===== src/verilog/ovfr_pkg.sv =====
// Package: register map, field layout, modes and timing constants for the OV response block
package ovfr_pkg;
  localparam logic [7:0] OV_FAULT_THRESHOLD_ADDR = 8'h40;
  localparam logic [7:0] OV_FAULT_RESPONSE_CFG_ADDR = 8'h41;
  localparam logic [7:0] DELAY_UNIT_ADDR = 8'hD2;
  localparam logic [7:0] CFG_RESET = 8'h80;
  localparam logic [15:0] THRESHOLD_RESET = 16'hFFFF;
  localparam logic [15:0] DELAY_UNIT_RESET = 16'h000A;
  localparam int MODE_MSB = 7;
  localparam int MODE_LSB = 6;
  localparam int RETRY_MSB = 5;
  localparam int RETRY_LSB = 3;
  localparam int DELAY_MSB = 2;
  localparam int DELAY_LSB = 0;
  localparam logic [2:0] RETRY_NONE = 3'h0;
  localparam logic [2:0] RETRY_FOREVER = 3'h7;
  // One tick of the delay-unit prescaler, in microseconds, and its cycle count at 10 MHz
  localparam int TICK_US = 1;
  localparam int CLK_MHZ = 10;
  localparam int TICK_CYCLES = (TICK_US * CLK_MHZ < 1) ? 1 : TICK_US * CLK_MHZ;

  typedef enum logic [1:0] {
    MODE_IGNORE = 2'b00,
    MODE_DELAY_RETRY = 2'b01,
    MODE_DISABLE_RETRY = 2'b10,
    MODE_RESUME_OK = 2'b11
  } ovfr_mode_e;

  typedef enum logic [2:0] {
    ST_RUN = 3'b000,
    ST_GRACE = 3'b001,
    ST_OFF_WAIT = 3'b010,
    ST_RESTART = 3'b011,
    ST_LATCHED = 3'b100,
    ST_HOLD_OFF = 3'b101
  } ovfr_state_e;

  typedef struct packed {
    logic [1:0] mode;
    logic [2:0] retry;
    logic [2:0] delay;
  } ovfr_cfg_s;

  typedef struct packed {
    logic we;
    logic [7:0] addr;
    logic [15:0] wdata;
  } ovfr_wr_s;
endpackage : ovfr_pkg


===== src/verilog/ovfr_ctrl.sv =====
// Over-voltage fault response controller: registers, comparator, grace and retry sequencer
`timescale 1ns/10ps
// Behaviour
// Mode 00 ignores fault, output stays on
// Mode 01 runs for delay, then retry setting
// Mode 10 disables at once, then retry setting
// Mode 11 off while fault, resume after
// Retry 000 stays off until cleared
// Retry 1..6 attempts, then latch off
// Retry 111 retries until commanded off
// Restart spacing equals delay count times unit
// Delay field n means 2^n units
// Unit from separate register; shared delay
// Host writes whole config byte at 0x41
// Fault when output above 16-bit threshold
// Clear or off/on resets counter and timer
module ovfr_ctrl #(
  parameter int UNIT_W = 16,
  parameter int TICK_CYCLES = ovfr_pkg::TICK_CYCLES
) (
  input wire logic i_core_clk,
  input wire logic i_rst_b,
  input wire logic i_ce,
  input wire logic i_reg_we,
  input wire logic [7:0] i_reg_addr,
  input wire logic [15:0] i_reg_wdata,
  input wire logic [15:0] i_vout,
  input wire logic i_on_cmd,
  input wire logic i_fault_clear,
  input wire logic i_other_fault,
  output logic [7:0] o_cfg_rdata,
  output logic o_ov_fault,
  output logic o_output_en,
  output logic o_latched_off,
  output logic [2:0] o_attempts,
  output logic [2:0] o_state
);
  initial begin
    if (UNIT_W < 8 || UNIT_W > 24 || TICK_CYCLES < 1) begin
      $error("ovfr_ctrl: unsupported parameter values");
    end
  end

  ovfr_pkg::ovfr_cfg_s cfg_q;
  logic [15:0] threshold_q;
  logic [UNIT_W-1:0] unit_q;
  ovfr_pkg::ovfr_state_e state_q, state_d;
  logic [2:0] attempts_q, attempts_d;
  logic [UNIT_W+7:0] timer_q, timer_d;
  logic [UNIT_W+7:0] delay_len;
  logic [15:0] tick_cnt_q;
  logic tick;
  logic fault;
  logic on_q;
  logic restart_req;
  logic out_en_d;
  logic [2:0] retry_lim;

  // Configuration writes; the byte is taken whole
  always_ff @(posedge i_core_clk or negedge i_rst_b) begin
    if (!i_rst_b) begin
      cfg_q <= ovfr_pkg::CFG_RESET;
      threshold_q <= ovfr_pkg::THRESHOLD_RESET;
      unit_q <= UNIT_W'(ovfr_pkg::DELAY_UNIT_RESET);
    end else if (i_ce && i_reg_we) begin
      case (i_reg_addr)
        ovfr_pkg::OV_FAULT_RESPONSE_CFG_ADDR: cfg_q <= i_reg_wdata[7:0];
        ovfr_pkg::OV_FAULT_THRESHOLD_ADDR: threshold_q <= i_reg_wdata;
        ovfr_pkg::DELAY_UNIT_ADDR: unit_q <= i_reg_wdata[UNIT_W-1:0];
        default: ;
      endcase
    end
  end

  assign fault = (i_vout > threshold_q);

  // Prescaler for delay-unit ticks
  always_ff @(posedge i_core_clk or negedge i_rst_b) begin
    if (!i_rst_b) begin
      tick_cnt_q <= 16'h0000;
    end else if (i_ce) begin
      if (tick_cnt_q == 16'(TICK_CYCLES - 1)) begin
        tick_cnt_q <= 16'h0000;
      end else begin
        tick_cnt_q <= tick_cnt_q + 16'h0001;
      end
    end
  end
  assign tick = (tick_cnt_q == 16'(TICK_CYCLES - 1));

  // Delay length in ticks: unit << n gives 2^n units; a zero unit still waits one tick
  assign delay_len = ({8'h00, unit_q} << cfg_q.delay) | (UNIT_W + 8)'(unit_q == '0);

  assign retry_lim = cfg_q.retry;

  // On/off edge tracker for restarting the sequencer
  always_ff @(posedge i_core_clk or negedge i_rst_b) begin
    if (!i_rst_b) begin
      on_q <= 1'b0;
    end else if (i_ce) begin
      on_q <= i_on_cmd;
    end
  end
  assign restart_req = i_on_cmd && !on_q;

  always_comb begin
    state_d = state_q;
    attempts_d = attempts_q;
    timer_d = timer_q;
    if (tick && timer_q != '0) begin
      timer_d = timer_q - (UNIT_W + 8)'(1);
    end
    case (state_q)
      ovfr_pkg::ST_RUN: begin
        if (fault) begin
          case (ovfr_pkg::ovfr_mode_e'(cfg_q[ovfr_pkg::MODE_MSB:ovfr_pkg::MODE_LSB]))
            ovfr_pkg::MODE_IGNORE: state_d = ovfr_pkg::ST_RUN;
            ovfr_pkg::MODE_DELAY_RETRY: begin
              state_d = ovfr_pkg::ST_GRACE;
              timer_d = delay_len;
            end
            ovfr_pkg::MODE_DISABLE_RETRY: begin
              state_d = ovfr_pkg::ST_OFF_WAIT;
              timer_d = delay_len;
            end
            ovfr_pkg::MODE_RESUME_OK: state_d = ovfr_pkg::ST_HOLD_OFF;
            default: state_d = ovfr_pkg::ST_RUN;
          endcase
        end
      end
      ovfr_pkg::ST_GRACE: begin
        if (!fault) begin
          state_d = ovfr_pkg::ST_RUN;
        end else if (timer_q == '0) begin
          state_d = ovfr_pkg::ST_OFF_WAIT;
          timer_d = delay_len;
        end
      end
      ovfr_pkg::ST_OFF_WAIT: begin
        if (retry_lim == ovfr_pkg::RETRY_NONE) begin
          state_d = ovfr_pkg::ST_LATCHED;
        end else if (retry_lim != ovfr_pkg::RETRY_FOREVER && attempts_q >= retry_lim) begin
          state_d = ovfr_pkg::ST_LATCHED;
        end else if (timer_q == '0) begin
          state_d = ovfr_pkg::ST_RESTART;
          timer_d = delay_len;
          if (retry_lim != ovfr_pkg::RETRY_FOREVER) begin
            attempts_d = attempts_q + 3'h1;
          end
        end
      end
      ovfr_pkg::ST_RESTART: begin
        if (fault) begin
          state_d = ovfr_pkg::ST_OFF_WAIT;
        end else if (timer_q == '0) begin
          state_d = ovfr_pkg::ST_RUN;
          attempts_d = 3'h0;
        end
      end
      ovfr_pkg::ST_HOLD_OFF: begin
        if (!fault) begin
          state_d = ovfr_pkg::ST_RUN;
        end
      end
      ovfr_pkg::ST_LATCHED: state_d = ovfr_pkg::ST_LATCHED;
      default: state_d = ovfr_pkg::ST_RUN;
    endcase
    // Clear, off command, off/on cycle or another fault end the sequence
    if (i_fault_clear || restart_req) begin
      state_d = ovfr_pkg::ST_RUN;
      attempts_d = 3'h0;
      timer_d = '0;
    end
    if (!i_on_cmd || i_other_fault) begin
      state_d = ovfr_pkg::ST_LATCHED;
      attempts_d = 3'h0;
      timer_d = '0;
    end
  end

  // Sequencer state; starts latched so the output waits for an on command
  always_ff @(posedge i_core_clk or negedge i_rst_b) begin
    if (!i_rst_b) begin
      state_q <= ovfr_pkg::ST_LATCHED;
    end else if (i_ce) begin
      state_q <= state_d;
    end
  end

  // Restart attempts used so far
  always_ff @(posedge i_core_clk or negedge i_rst_b) begin
    if (!i_rst_b) begin
      attempts_q <= 3'h0;
    end else if (i_ce) begin
      attempts_q <= attempts_d;
    end
  end

  // Grace and restart spacing timer, counted in delay-unit ticks
  always_ff @(posedge i_core_clk or negedge i_rst_b) begin
    if (!i_rst_b) begin
      timer_q <= '0;
    end else if (i_ce) begin
      timer_q <= timer_d;
    end
  end

  // Output enabled while running, in grace, or during a restart attempt
  assign out_en_d = (state_d == ovfr_pkg::ST_RUN) || (state_d == ovfr_pkg::ST_GRACE)
                    || (state_d == ovfr_pkg::ST_RESTART);

  // Configuration readback lags the register by one cycle
  always_ff @(posedge i_core_clk or negedge i_rst_b) begin
    if (!i_rst_b) begin
      o_cfg_rdata <= 8'h00;
    end else if (i_ce) begin
      o_cfg_rdata <= cfg_q;
    end
  end

  // Comparator result, shown even when the mode ignores it
  always_ff @(posedge i_core_clk or negedge i_rst_b) begin
    if (!i_rst_b) begin
      o_ov_fault <= 1'b0;
    end else if (i_ce) begin
      o_ov_fault <= fault;
    end
  end

  // Power stage enable follows the next state, so shutdown is immediate
  always_ff @(posedge i_core_clk or negedge i_rst_b) begin
    if (!i_rst_b) begin
      o_output_en <= 1'b0;
    end else if (i_ce) begin
      o_output_en <= out_en_d;
    end
  end

  // Latched off only matters while the output is commanded on
  always_ff @(posedge i_core_clk or negedge i_rst_b) begin
    if (!i_rst_b) begin
      o_latched_off <= 1'b0;
    end else if (i_ce) begin
      o_latched_off <= (state_d == ovfr_pkg::ST_LATCHED) && i_on_cmd;
    end
  end

  // Attempts used, for status reporting
  always_ff @(posedge i_core_clk or negedge i_rst_b) begin
    if (!i_rst_b) begin
      o_attempts <= 3'h0;
    end else if (i_ce) begin
      o_attempts <= attempts_d;
    end
  end

  // Sequencer state, for status reporting
  always_ff @(posedge i_core_clk or negedge i_rst_b) begin
    if (!i_rst_b) begin
      o_state <= 3'h0;
    end else if (i_ce) begin
      o_state <= state_d;
    end
  end
endmodule : ovfr_ctrl


===== config.mk =====
export PLATFORM = sky130hd
export DESIGN_NAME = ovfr_ctrl
export DESIGN_NICKNAME = d
export VERILOG_FILES = /design/src/verilog/ovfr_pkg.sv /design/src/verilog/ovfr_ctrl.sv
export SDC_FILE = /design/constraint.sdc
export NUM_CORES = 1
export LEC_CHECK = 0
export BUFFER_PORTS_ARGS = -buffer_cell sky130_fd_sc_hd__buf_2
export CAP_MARGIN = 20
export CELL_PAD_IN_SITES_DETAIL_PLACEMENT = 2
export CELL_PAD_IN_SITES_GLOBAL_PLACEMENT = 2
export CORE_AREA = 2 2 125 127
export CTS_CLUSTER_DIAMETER = 100
export DETAILED_ROUTE_END_ITERATION = 12
export DIE_AREA = 0 0 127 129
export GPL_TIMING_DRIVEN = 0
export MAX_ROUTING_LAYER = met4
export PLACE_DENSITY = 0.82
export SYNTH_ARGS = -nofsm -noshare
export SYNTH_HDL_FRONTEND = slang
export SYNTH_SLANG_ARGS = --single-unit

===== constraint.sdc =====
create_clock -name i_core_clk -period 7.46 [get_ports i_core_clk]
set_clock_uncertainty 0.1 [all_clocks]
set_input_delay 1.492 -clock i_core_clk [delete_from_list [all_inputs] [get_ports i_core_clk]]
set_output_delay 1.492 -clock i_core_clk [all_outputs]
set_load 0.005 [all_outputs]

**Word-level counts from Yosys, hierarchy flattened**

Cells that the tools add are included.

- Flip-flop bits (word level): 101
- Bits of input ports: 47
- Output and inout bits: 17
- Logic and storage cells: 101

- Add/subtract/negate cells: 3
- Order comparisons: 2
- Eq/ne operators: 22
- Shift operators: 1
- Muxes and demuxes: 33
- Bitwise operators: 1
- Reduce and logical (&&, ||, !) cells: 24

Operators with widths:

| kind | number |
|---|---|
| 2-to-1 mux 24 bit | 9 |
| case mux 24 bit (3 select lines) | 1 |
| 2-to-1 mux 3 bit | 19 |
| zero test 24 bit | 1 |
| inequality test 4 bit (second input constant) | 6 |
| bitwise OR 24 x 1 -> 24 bit | 1 |
| nonzero test 24 bit | 1 |
| << shifter 16 x 3 -> 24 bit | 1 |
| subtractor 24 x 1 -> 24 bit (second input constant) | 1 |
| case mux 3 bit (6 select lines) | 1 |
| adder 16 x 1 -> 16 bit (second input constant) | 1 |
| equality test 16 x 4 -> 1 bit (second input constant) | 1 |
| equality test 8 x 7 -> 1 bit (second input constant) | 2 |
| > comparator 16 bit | 1 |
| zero test 16 bit | 1 |
| 2-to-1 mux 16 bit | 1 |
| case mux 3 bit (4 select lines) | 1 |
| equality test 3 x 2 -> 1 bit (second input constant) | 3 |
| equality test 3 bit (second input constant) | 3 |
| zero test 3 bit | 3 |
| equality test 8 bit (second input constant) | 1 |
| AND reduction 8 bit | 1 |
| equality test 3 x 1 -> 1 bit (second input constant) | 2 |
| case mux 3 bit (2 select lines) | 1 |
| 12 further kinds | 23 |

**Longest topological paths before layout**

Gate-level depths: netlist of the first run.

- Depth in word-level cells: 10
- Mapped depth: 12

**Least setup slack after synthesis of the first run**

Ideal clock, no wire load.

- Kind: input -> register
- From: input port i_vout[14]
- To: register timer_q[16]
- Data arrival time: 4,056 ps
- Path slack: 3,165 ps
- Cell stages on the path: 10
- Path through: ha_1 > nand4_1 > nor4_1 > a21boi_0 > o311ai_0 > a2111oi_4 > or2_1 > buf_4 > nor4_1 > or4_1

- Word-level cells in the longest chain between the ends: 5
- Elaborated cells on any way between the ends: 6
- Classes of those cells: order compare (1); mux (5)

RTL lines:

| element | RTL line | text |
|---|---|---|
| start, declared | ovfr_ctrl.sv:27 | `input wire logic [15:0] i_vout,` |
| > comparator 16 bit * | ovfr_ctrl.sv:75 | `assign fault = (i_vout > threshold_q);` |
| 2-to-1 mux 24 bit, on equally long branches | ovfr_ctrl.sv:132, ovfr_ctrl.sv:115 |  |
| case mux 24 bit (3 select lines) * | ovfr_ctrl.sv:113 | `case (state_q)` |
| 2-to-1 mux 24 bit * | ovfr_ctrl.sv:169 | `if (i_fault_clear \|\| restart_req) begin` |
| 2-to-1 mux 24 bit * | ovfr_ctrl.sv:174 | `if (!i_on_cmd \|\| i_other_fault) begin` |
| end signal, assigned | ovfr_ctrl.sv:204 | `timer_q <= timer_d;` |
| end, declared | ovfr_ctrl.sv:49 | `logic [UNIT_W+7:0] timer_q, timer_d;` |

Mark *: on every way between the ends. The rest lies on a longest branch, timed or not.
A chain may end at the register's enable or synchronous reset.

**Worst setup path in the final report of the first run**

- From: input port i_vout[11]
- To: register timer_q[20]

Same word-level chain as after synthesis.

==> out/metrics.csv, run 1 <==
stage,metric,value,unit
status,status,"complete, no violations",
logic_synthesis,post-synthesis cell count,622,
worst_setup_path,critical path class,in2reg,
floorplan,core area,14980,µm²
logic_synthesis,Async SR Flop Fraction,1.000,
timing,Slew HR,0.3932,
logic_synthesis,post-synthesis sequential area ratio,0.4168,
layout,Non-Filler Instances,889,
worst_setup_path,WP data required,7570,ps
drt,via count,5186,
floorplan,Die Span Y,129,µm
timing,"Hold Violations, Final",0,
worst_setup_path,Setup crit end kind,flip-flop,
timing,Slew Limit Fails,0,
drt,DR WL met3,723,µm
global_routing,initial antenna violation count,0,
pwr,P per Cell Area,175.6,nW/µm²
logic_synthesis,Synth Warn #,0,
timing,setup total negative slack,0,ps
timing,crit share post-route,0.6701,
cts,Sink Count,99,
pwr,P_leak,3.051,nW
timing,time the worst path needs with I/O delays and setup,4999,ps
worst_setup_path,"most used cell, CP",o311ai_0,
drt,drt total wl,20.03,mm
placement,IO buf count,62,
timing,worst slew pin tran,907.8,ps
placement,Placement Cell Area,6580,µm²
layout,Layout Nets,770,
cts,CTS tree,built,
logic_synthesis,main flop type after synthesis,dfrtp_1,
floorplan,Rows,45,
worst_setup_path,CP max-delay cell,a2111oi_4,
drt,DRT Pass-1 Iters,4,
timing,RSZ-0062 raised after global routing,no,
pwr,Worst IR Drop VDD,0.1093,mV
job,max cap viols,0,
floorplan,Die Width,127,µm
floorplan,die area,16380,µm²
logic_synthesis,Seq cells post-synth,99,
cts,CTS max path bufs,2,
worst_setup_path,cell family with the largest share of critical-path delay,compound AO/OA/AOI/OAI gates,
timing,post-route setup slack,2461,ps
placement,post-placement cell count,873,
floorplan,Ports,64,
drt,met2 layer wire length in the routed design,10.37,mm
placement,GPL Wtd Cong,0.8487,
drt,DR iter-0 viols,186,
cts,Post-CTS Setup Inserts,0,
cts,clock-pin transition on the worst setup and hold timing paths,80,ps
worst_setup_path,worst path buffer plus inverter count,2,
logic_synthesis,Avg Inst Size Synth,9.654,µm²
worst_setup_path,CP startpoint kind,input pin,
global_routing,GRT Util Overall,0.2697,
worst_setup_path,crit path cell chain,buf_2 > ha_1 > nand4_1 > nor4_1 > a21boi_0 > o311ai_0 > a2111oi_4 > clkbuf_1 > nor3_1 > o21ai_0 > o311ai_0,
logic_synthesis,syn_nets,696,
cts,cts repair resizes,0,
logic_synthesis,number of library cell types mapped by synthesis,61,
cts,H-tree depth,3,
worst_setup_path,"slowest stage delay, CP",790,ps
global_routing,grt ovf,0,
global_routing,largest net degree at the start of global routing,70,
layout,ANT cells,0,
drt,drt via density,5.834,
timing,setup violators final,0,
placement,hpwl dp,15.55,mm
worst_setup_path,critical path peak fanout,10,
cts,CTS Buf Count,9,
min_path,type of the tightest min-delay check,reg2reg,
floorplan,Initial Utilization,0.4009,
drt,uppermost routed layer,met4,
logic_synthesis,"EDFF count, synth",0,
placement,pre-CTS WS,2115,ps
global_routing,first-pass GRT wire length,33.13,mm
drt,Residual DRC,0,
drt,post-route ant nets,0,
drt,Routed wire per std cell,22.53,µm
layout,Finished Cell Area,6857,µm²
worst_setup_path,CP arrival,5110,ps
logic_synthesis,synthesized cell area,6005,µm²
layout,layout cells sized above 1,0.2382,
drt,routed length on met1,8.485,mm
cts,Root Buffer,clkbuf_16,
cts,hold buffers post-CTS,0,
global_routing,number of global-route vias before repair,5952,
timing,Max Freq,0.2001,GHz
cts,Worst-Skew Late Latency,360,ps
layout,Synth-to-Final Area Change,14.19,%
[cells in the final DEF (no fill, tap or decap), types with 6 or more instances in the layout]
| master | count |
|---|---|
| and3_1 | 8 |
| a31oi_1 | 8 |
| nand3_1 | 17 |
| nand2_1 | 64 |
| nand4_1 | 12 |
| clkbuf_16 | 9 |
| xnor2_1 | 9 |
| o21ai_0 | 30 |
| buf_2 | 61 |
| nor3_1 | 20 |
| clkbuf_1 | 23 |
| ha_1 | 27 |
| mux2i_1 | 18 |
| nor4_1 | 13 |
| or3_1 | 9 |
| nand2b_1 | 7 |
| a21oi_1 | 23 |
| a21o_1 | 6 |
| o311ai_0 | 10 |
| dfstp_2 | 20 |
| dfrtp_1 | 79 |
| and2_1 | 6 |
| xor2_1 | 6 |
| mux2_2 | 56 |
| inv_1 | 35 |
| nor2b_1 | 6 |
| nor2_1 | 39 |
[synthesized netlist by cell type (6+ instances only)]
library cell	number	area, µm²
nor4_1	13	81.33
inv_1	35	131.4
nand4_1	12	75.07
nand2b_1	7	43.79
nand2_1	64	240.2
dfstp_2	20	525.5
nor2_1	39	146.4
clkbuf_1	22	82.58
nor2b_1	6	37.54
mux2i_1	18	180.2
and3_1	8	50.05
o311ai_0	10	87.58
a21o_1	6	45.04
ha_1	27	337.8
nor3_1	20	100.1
xor2_1	6	52.55
dfrtp_1	79	1977
a21oi_1	23	115.1
mux2_2	56	630.6
or3_1	9	56.30
a31oi_1	8	50.05
and2_1	6	37.54
nand3_1	17	85.08
xnor2_1	9	78.83
o21ai_0	30	150.1
[worst reg2reg max path, stage by stage, from the launching register on]
cell and delay [ps]:
dfstp_2 530, inv_1 40, ha_1 310, nand4_1 200, nor4_1 530, a21boi_0 390
o311ai_0 340, a2111oi_4 790, clkbuf_1 500, nor3_1 100, o21ai_0 180, o311ai_0 160
[metrics by stage]
stage	power (mW)	util	hold slack (ps)
global route	1.258	0.4578	400.1
finish	1.204	0.4578	376.1
detailed placement	0.7548	0.4393	363.2
floorplan	0.6767	-	342.6
global placement	0.7357	0.4373	359.5
CTS	1.212	0.4578	378.0
[flip-flops by register name (all words and copies together) (netlist names)]
name,cells
timer_q,24
cfg_q,5
o_ov_fault,1
state_q,3
on_q,1
o_attempts,3
unit_q,16
threshold_q,16
tick_cnt_q,16
o_output_en,1
o_latched_off,1
retry_lim,3
o_state,1
o_cfg_rdata,8
[routing by layer]
metal	vias up	GRT usage
met1	2628	0.3179
li1	2416	-
met5	-	-
met4	0	0.08274
met3	35	0.04491
met2	107	0.4741
[worst paths after layout]
path                                  from        endpoint  slack [ps]  depth (start not counted)
setup / recovery                i_vout[11]     timer_q[20]        2460                         11
hold / removal              tick_cnt_q[15]  tick_cnt_q[15]         380                          1
setup reg to reg           threshold_q[11]     timer_q[20]        3120                         11
hold reg to reg             tick_cnt_q[15]  tick_cnt_q[15]         380                          1
max in group asynchronous          i_rst_b  threshold_q[8]        5540                          2
min in group asynchronous          i_rst_b  tick_cnt_q[11]         970                          1
[cell families after synthesis]
group	count (synthesis)	synth area share
adders and majority gates	27	0.05626
DFF	99	0.4168
buffers and inverters	64	0.04251
xor gates and xnor gates	15	0.02188
AOI/OAI and AO/OA	120	0.1357
muxes	74	0.1350
and+or+nand+nor	223	0.1919
[cell type report]
class                           instances  area [µm²]
Buffer                                 27       116.4
Clock buffer                           10       229.0
Clock inverter                          6       47.55
Fill cell                            1656        8120
Inverter                               37       138.9
Multi-Input combinational cell        459        3247
Sequential cell                        99        2502
Tap cell                              188       235.2
Timing Repair Buffer                   63       340.3
[report_power, final]
part | total [mW] | internal (mW) | switching (mW)
Sequential | 0.592 | 0.564 | 0.0281
Clock | 0.459 | 0.231 | 0.229
Combinational | 0.154 | 0.0612 | 0.0924
No activity file was read; power rests on OpenSTA's default activity.
==> run 2: changes to the inputs <==
--- a/config.mk
+++ b/config.mk
@@ -9,13 +9,13 @@
 export CAP_MARGIN = 20
 export CELL_PAD_IN_SITES_DETAIL_PLACEMENT = 2
 export CELL_PAD_IN_SITES_GLOBAL_PLACEMENT = 2
-export CORE_AREA = 2 2 125 127
+export CORE_AREA = 2 2 129 131
 export CTS_CLUSTER_DIAMETER = 100
 export DETAILED_ROUTE_END_ITERATION = 12
-export DIE_AREA = 0 0 127 129
+export DIE_AREA = 0 0 131 133
 export GPL_TIMING_DRIVEN = 0
 export MAX_ROUTING_LAYER = met4
-export PLACE_DENSITY = 0.82
+export PLACE_DENSITY = 0.77
 export SYNTH_ARGS = -nofsm -noshare
 export SYNTH_HDL_FRONTEND = slang
 export SYNTH_SLANG_ARGS = --single-unit
==> constraint.sdc (replaced) <==
create_clock -name i_core_clk -period 5.1 [get_ports i_core_clk]
set_clock_uncertainty 0.1 [all_clocks]
set_input_delay 1.02 -clock i_core_clk [delete_from_list [all_inputs] [get_ports i_core_clk]]
set_output_delay 1.02 -clock i_core_clk [all_outputs]
set_load 0.005 [all_outputs]
==> run 2 against run 1 <==
  * Sequential share of layout area fell by 0.38 points
  * Flip-flop and latch count stayed put
  * Final area increased by 1.0%
  * First-iteration DRC count fell by 3.2%
  * Core utilization is 2.9 points lower
  * Critical path depth is 1 lower
  * Register-to-register slack got worse by 2300 ps
  * Critical endpoint is now timer_q[17]
==> out/metrics.csv, run 2 (synthesis results as in run 1) <==
stage,metric,value,unit
global_routing,grt ovf,0,
floorplan,core area,16170,µm²
drt,Residual DRC,0,
worst_setup_path,critical path peak fanout,10,
drt,via count,5148,
global_routing,largest net degree at the start of global routing,68,
drt,post-route ant nets,0,
layout,Layout Utilization,0.4284,
global_routing,first-pass GRT wire length,32.20,mm
global_routing,GRT Util Overall,0.2475,
min_path,critical hold path startpoint,tick_cnt_q[15],
worst_setup_path,worst r2r src,threshold_q[15],
placement,GPL Wtd Cong,0.8318,
floorplan,Ports,64,
worst_setup_path,critical path class,in2reg,
layout,layout cells sized above 1,0.2340,
worst_setup_path,Setup crit end kind,flip-flop,
global_routing,number of global-route vias before repair,5866,
pwr,"Power, Total",1.825,mW
layout,Synth-to-Final Area Change,15.38,%
cts,Root Buffer,clkbuf_16,
cts,cts repair resizes,0,
layout,max reg flops,24,
timing,Slew HR,0.3365,
min_path,type of the tightest min-delay check,reg2reg,
cts,hold buffers post-CTS,0,
cts,clock-pin transition on the worst setup and hold timing paths,70,ps
layout,Biggest register,timer_q,
pwr,Worst IR Drop VDD,0.1550,mV
global_routing,initial antenna violation count,1,
placement,IO buf count,62,
status,status,"complete, no violations",
cts,H-tree depth,3,
worst_setup_path,WP data required,5240,ps
timing,setup total negative slack,0,ps
cts,CTS max path bufs,2,
floorplan,Die Width,131,µm
layout,"commonest non-fill, non-tap cell in the layout",dfrtp_1,
timing,"Hold Violations, Final",0,
worst_setup_path,CP startpoint kind,input pin,
timing,Max Freq,0.2215,GHz
drt,drt via density,5.584,
cts,CTS Buf Count,9,
pwr,P per Cell Area,263.5,nW/µm²
timing,Slew Limit Fails,0,
cts,Worst-Skew Late Latency,350,ps
timing,setup violators final,0,
layout,Layout Nets,770,
floorplan,Die Span Y,133,µm
timing,crit share post-route,0.8851,
floorplan,Rows,47,
timing,RSZ-0062 raised after global routing,no,
cts,CTS tree,built,
drt,DR iter-0 viols,180,
floorplan,die area,17420,µm²
job,max cap viols,0,
drt,drt total wl,19.82,mm
worst_setup_path,CP startpoint,i_vout[15],
floorplan,Initial Utilization,0.3713,
pwr,P_leak,3.065,nW
cts,Post-CTS Setup Inserts,0,
cts,Sink Count,99,
drt,DRT Pass-1 Iters,4,
timing,worst slew pin tran,992.7,ps
layout,"leading cell types in the layout, fill and taps excluded","dfrtp_1, nand2_1, buf_2",
timing,time the worst path needs with I/O delays and setup,4514,ps
placement,hpwl dp,15.05,mm
worst_setup_path,CP arrival,4660,ps
drt,Routed wire per std cell,21.50,µm
## run 2: layout make-up
cell class / instances / area [µm²]
inverters: 37 / 138.9
clock inverters: 3 / 65.06
diodes: 1 / 2.502
flip-flops and latches: 99 / 2502
repair buffers: 63 / 340.3
clock buffers: 13 / 240.2
plain buffers: 27 / 116.4
multi-input cells: 459 / 3247
fillers: 1774 / 9244
well taps: 220 / 275.3
## run 2: per-layer routing
layer,wire (µm),global-route usage,share of wire
met5,0,-,0
met4,403,0.07861,0.020
met3,644,0.04084,0.032
met2,10190,0.4165,0.51
met1,8579,0.3013,0.43
## run 2: final timing paths
kind,endpoint,slack (ps),cells past startpoint
setup / recovery,timer_q[17],590,10
hold / removal,tick_cnt_q[15],380,1
setup reg to reg,timer_q[17],790,10
hold reg to reg,tick_cnt_q[15],380,1
max in group asynchronous,cfg_q[7],3630,2
min in group asynchronous,tick_cnt_q[6],520,1
## run 2: through the flow
stage | hold slack [ps] | instance area, µm² | setup WS [ps] | std cells
2_1_floorplan | 342.6 | 6005 | 1277 | 622
3_3_place_gp | 363.3 | 6590 | 296.0 | 904
3_5_place_dp | 361.9 | 6620 | 275.6 | 905
4_1_cts | 381.9 | 6925 | 609.8 | 921
5_1_grt | 404.3 | 6928 | 201.1 | 922
6_report | 382.3 | 6928 | 585.8 | 922
## run 2: power by group
part | total [mW] | internal, mW | switching [mW]
sequential | 0.862 | 0.825 | 0.0374
combinational | 0.222 | 0.0898 | 0.133
clock | 0.741 | 0.431 | 0.310
## run 2: critical path, stage by stage
cell,delay [ps]
buf_2,100
ha_1,300
nand4_1,190
nor4_1,490
a21boi_0,410
o311ai_0,340
a2111oi_4,820
o21ai_1,400
and3_1,310
a221o_1,260
==> run 3: changes to the inputs <==
--- a/config.mk
+++ b/config.mk
@@ -15,7 +15,7 @@
 export DIE_AREA = 0 0 131 133
 export GPL_TIMING_DRIVEN = 0
 export MAX_ROUTING_LAYER = met4
-export PLACE_DENSITY = 0.77
+export PLACE_DENSITY = 0.82
 export SYNTH_ARGS = -nofsm -noshare
 export SYNTH_HDL_FRONTEND = slang
 export SYNTH_SLANG_ARGS = --single-unit
==> run 3 against run 2 <==
  * Flip-flop and latch count stayed put
  * Setup slack worse by 37 ps
  * Critical path depth is 1 higher
  * Wire length is 1.5% higher
  * Count of clock-buffer cells in the layout is 4 lower
==> out/metrics.csv, run 3 (synthesis results as in run 1) <==
stage,metric,value,unit
layout,"commonest non-fill, non-tap cell in the layout",dfrtp_1,
drt,DR iter-0 viols,185,
timing,setup violators final,0,
placement,post-placement cell count,905,
floorplan,Initial Utilization,0.3713,
floorplan,Ports,64,
floorplan,die area,17420,µm²
cts,CTS Buf Count,9,
placement,hpwl dp,15.15,mm
global_routing,largest net degree at the start of global routing,56,
timing,worst slew pin tran,906.8,ps
placement,pre-CTS WS,254.2,ps
layout,max reg flops,24,
drt,drt total wl,20.12,mm
drt,drt via density,5.658,
cts,cts repair resizes,0,
pwr,Worst IR Drop VDD,0.1770,mV
placement,Placement Cell Area,6620,µm²
floorplan,Rows,47,
layout,register area,2502,µm²
layout,Biggest register,timer_q,
timing,crit share post-route,0.8924,
global_routing,number of global-route vias before repair,5774,
drt,DRT Pass-1 Iters,5,
min_path,type of the tightest min-delay check,reg2reg,
layout,ANT cells,0,
cts,CTS max path bufs,2,
layout,Finished Cell Area,6927,µm²
global_routing,GRT Util Overall,0.2531,
layout,Layout Utilization,0.4283,
worst_setup_path,WP data required,5210,ps
cts,Sink Count,99,
global_routing,first-pass GRT wire length,32.69,mm
cts,hold buffers post-CTS,0,
cts,clock-pin transition on the worst setup and hold timing paths,80,ps
drt,via count,5211,
worst_setup_path,CP arrival,4660,ps
placement,IO buf count,62,
cts,Post-CTS Setup Inserts,0,
worst_setup_path,CP startpoint kind,input pin,
layout,"leading cell types in the layout, fill and taps excluded","dfrtp_1, nand2_1, buf_2",
timing,RSZ-0062 raised after global routing,no,
layout,Layout Nets,770,
layout,layout cells sized above 1,0.2397,
floorplan,Die Width,131,µm
pwr,P per Cell Area,263.2,nW/µm²
drt,post-route ant nets,0,
layout,Synth-to-Final Area Change,15.36,%
timing,setup total negative slack,0,ps
worst_setup_path,Setup crit end kind,flip-flop,
global_routing,initial antenna violation count,0,
timing,"Hold Violations, Final",0,
status,status,"complete, no violations",
cts,H-tree depth,3,
timing,time the worst path needs with I/O delays and setup,4551,ps
worst_setup_path,r2r setup slk,710,ps
worst_setup_path,critical path peak fanout,10,
layout,# fillers,1794,
cts,Root Buffer,clkbuf_16,
drt,Residual DRC,0,
timing,hold slack,391.0,ps
floorplan,core area,16170,µm²
timing,Slew Limit Fails,0,
cts,Worst-Skew Late Latency,370,ps
layout,Non-Filler Instances,921,
timing,Max Freq,0.2197,GHz
cts,CTS tree,built,
job,max cap viols,0,
drt,Routed wire per std cell,21.85,µm
pwr,P_leak,3.069,nW
timing,Slew HR,0.3939,
pwr,"Power, Total",1.823,mW
timing,post-route setup slack,548.7,ps
layout,multi-input logic area,3247,µm²
placement,GPL Wtd Cong,0.8742,
floorplan,Die Span Y,133,µm
global_routing,grt ovf,0,
worst_setup_path,critical path class,in2reg,
## run 3: cell count changes in the layout (fill, tap and decap cells not counted)
cell	previous run	this run
diode_2	1	0
bufinv_16	2	1
clkinv_4	0	2
inv_6	0	2
inv_8	0	1
clkbuf_1	26	22
## run 3: path summary, 6_finish.rpt
path / start / to / depth (start not counted)
max reg2reg: threshold_q[14] / timer_q[20] / 11
max in group asynchronous: i_rst_b / threshold_q[10] / 2
min reg2reg: tick_cnt_q[8] / tick_cnt_q[8] / 1
max: i_vout[14] / timer_q[20] / 11
min in group asynchronous: i_rst_b / tick_cnt_q[7] / 1
min: tick_cnt_q[8] / tick_cnt_q[8] / 1
## run 3: routing by layer
metal  wire length (µm)  up-vias  track usage
li1                   -     2422            -
met1               8738     2645       0.3037
met2              10430      116       0.4390
met3                557       28      0.03518
met4                391        0      0.07329
met5                  0        -            -
## run 3: power breakdown
part           leakage, nW  total (mW)  switching (mW)  internal, mW
logic                 1.63       0.228           0.138        0.0901
registers             1.29       0.861          0.0370         0.824
clock network        0.152       0.734           0.345         0.389
total                 3.07        1.82           0.519          1.30
## run 3: area by class of cell
class                           instances  share of cell area
Tap cell                              220             0.03974
Sequential cell                        99              0.3613
Inverter                               37             0.02005
Clock inverter                          7             0.01174
Timing Repair Buffer                   63             0.04913
Buffer                                 27             0.01680
Multi-Input combinational cell        459              0.4687
Clock buffer                            9             0.03251
## run 3: critical path, cell delays in order
cell and delay [ps]:
buf_2 100, ha_1 330, nand4_1 190, nor4_1 530, a21boi_0 390, o311ai_0 330
a2111oi_4 820, clkbuf_1 500, nor3_1 100, o21ai_0 150, o311ai_0 180
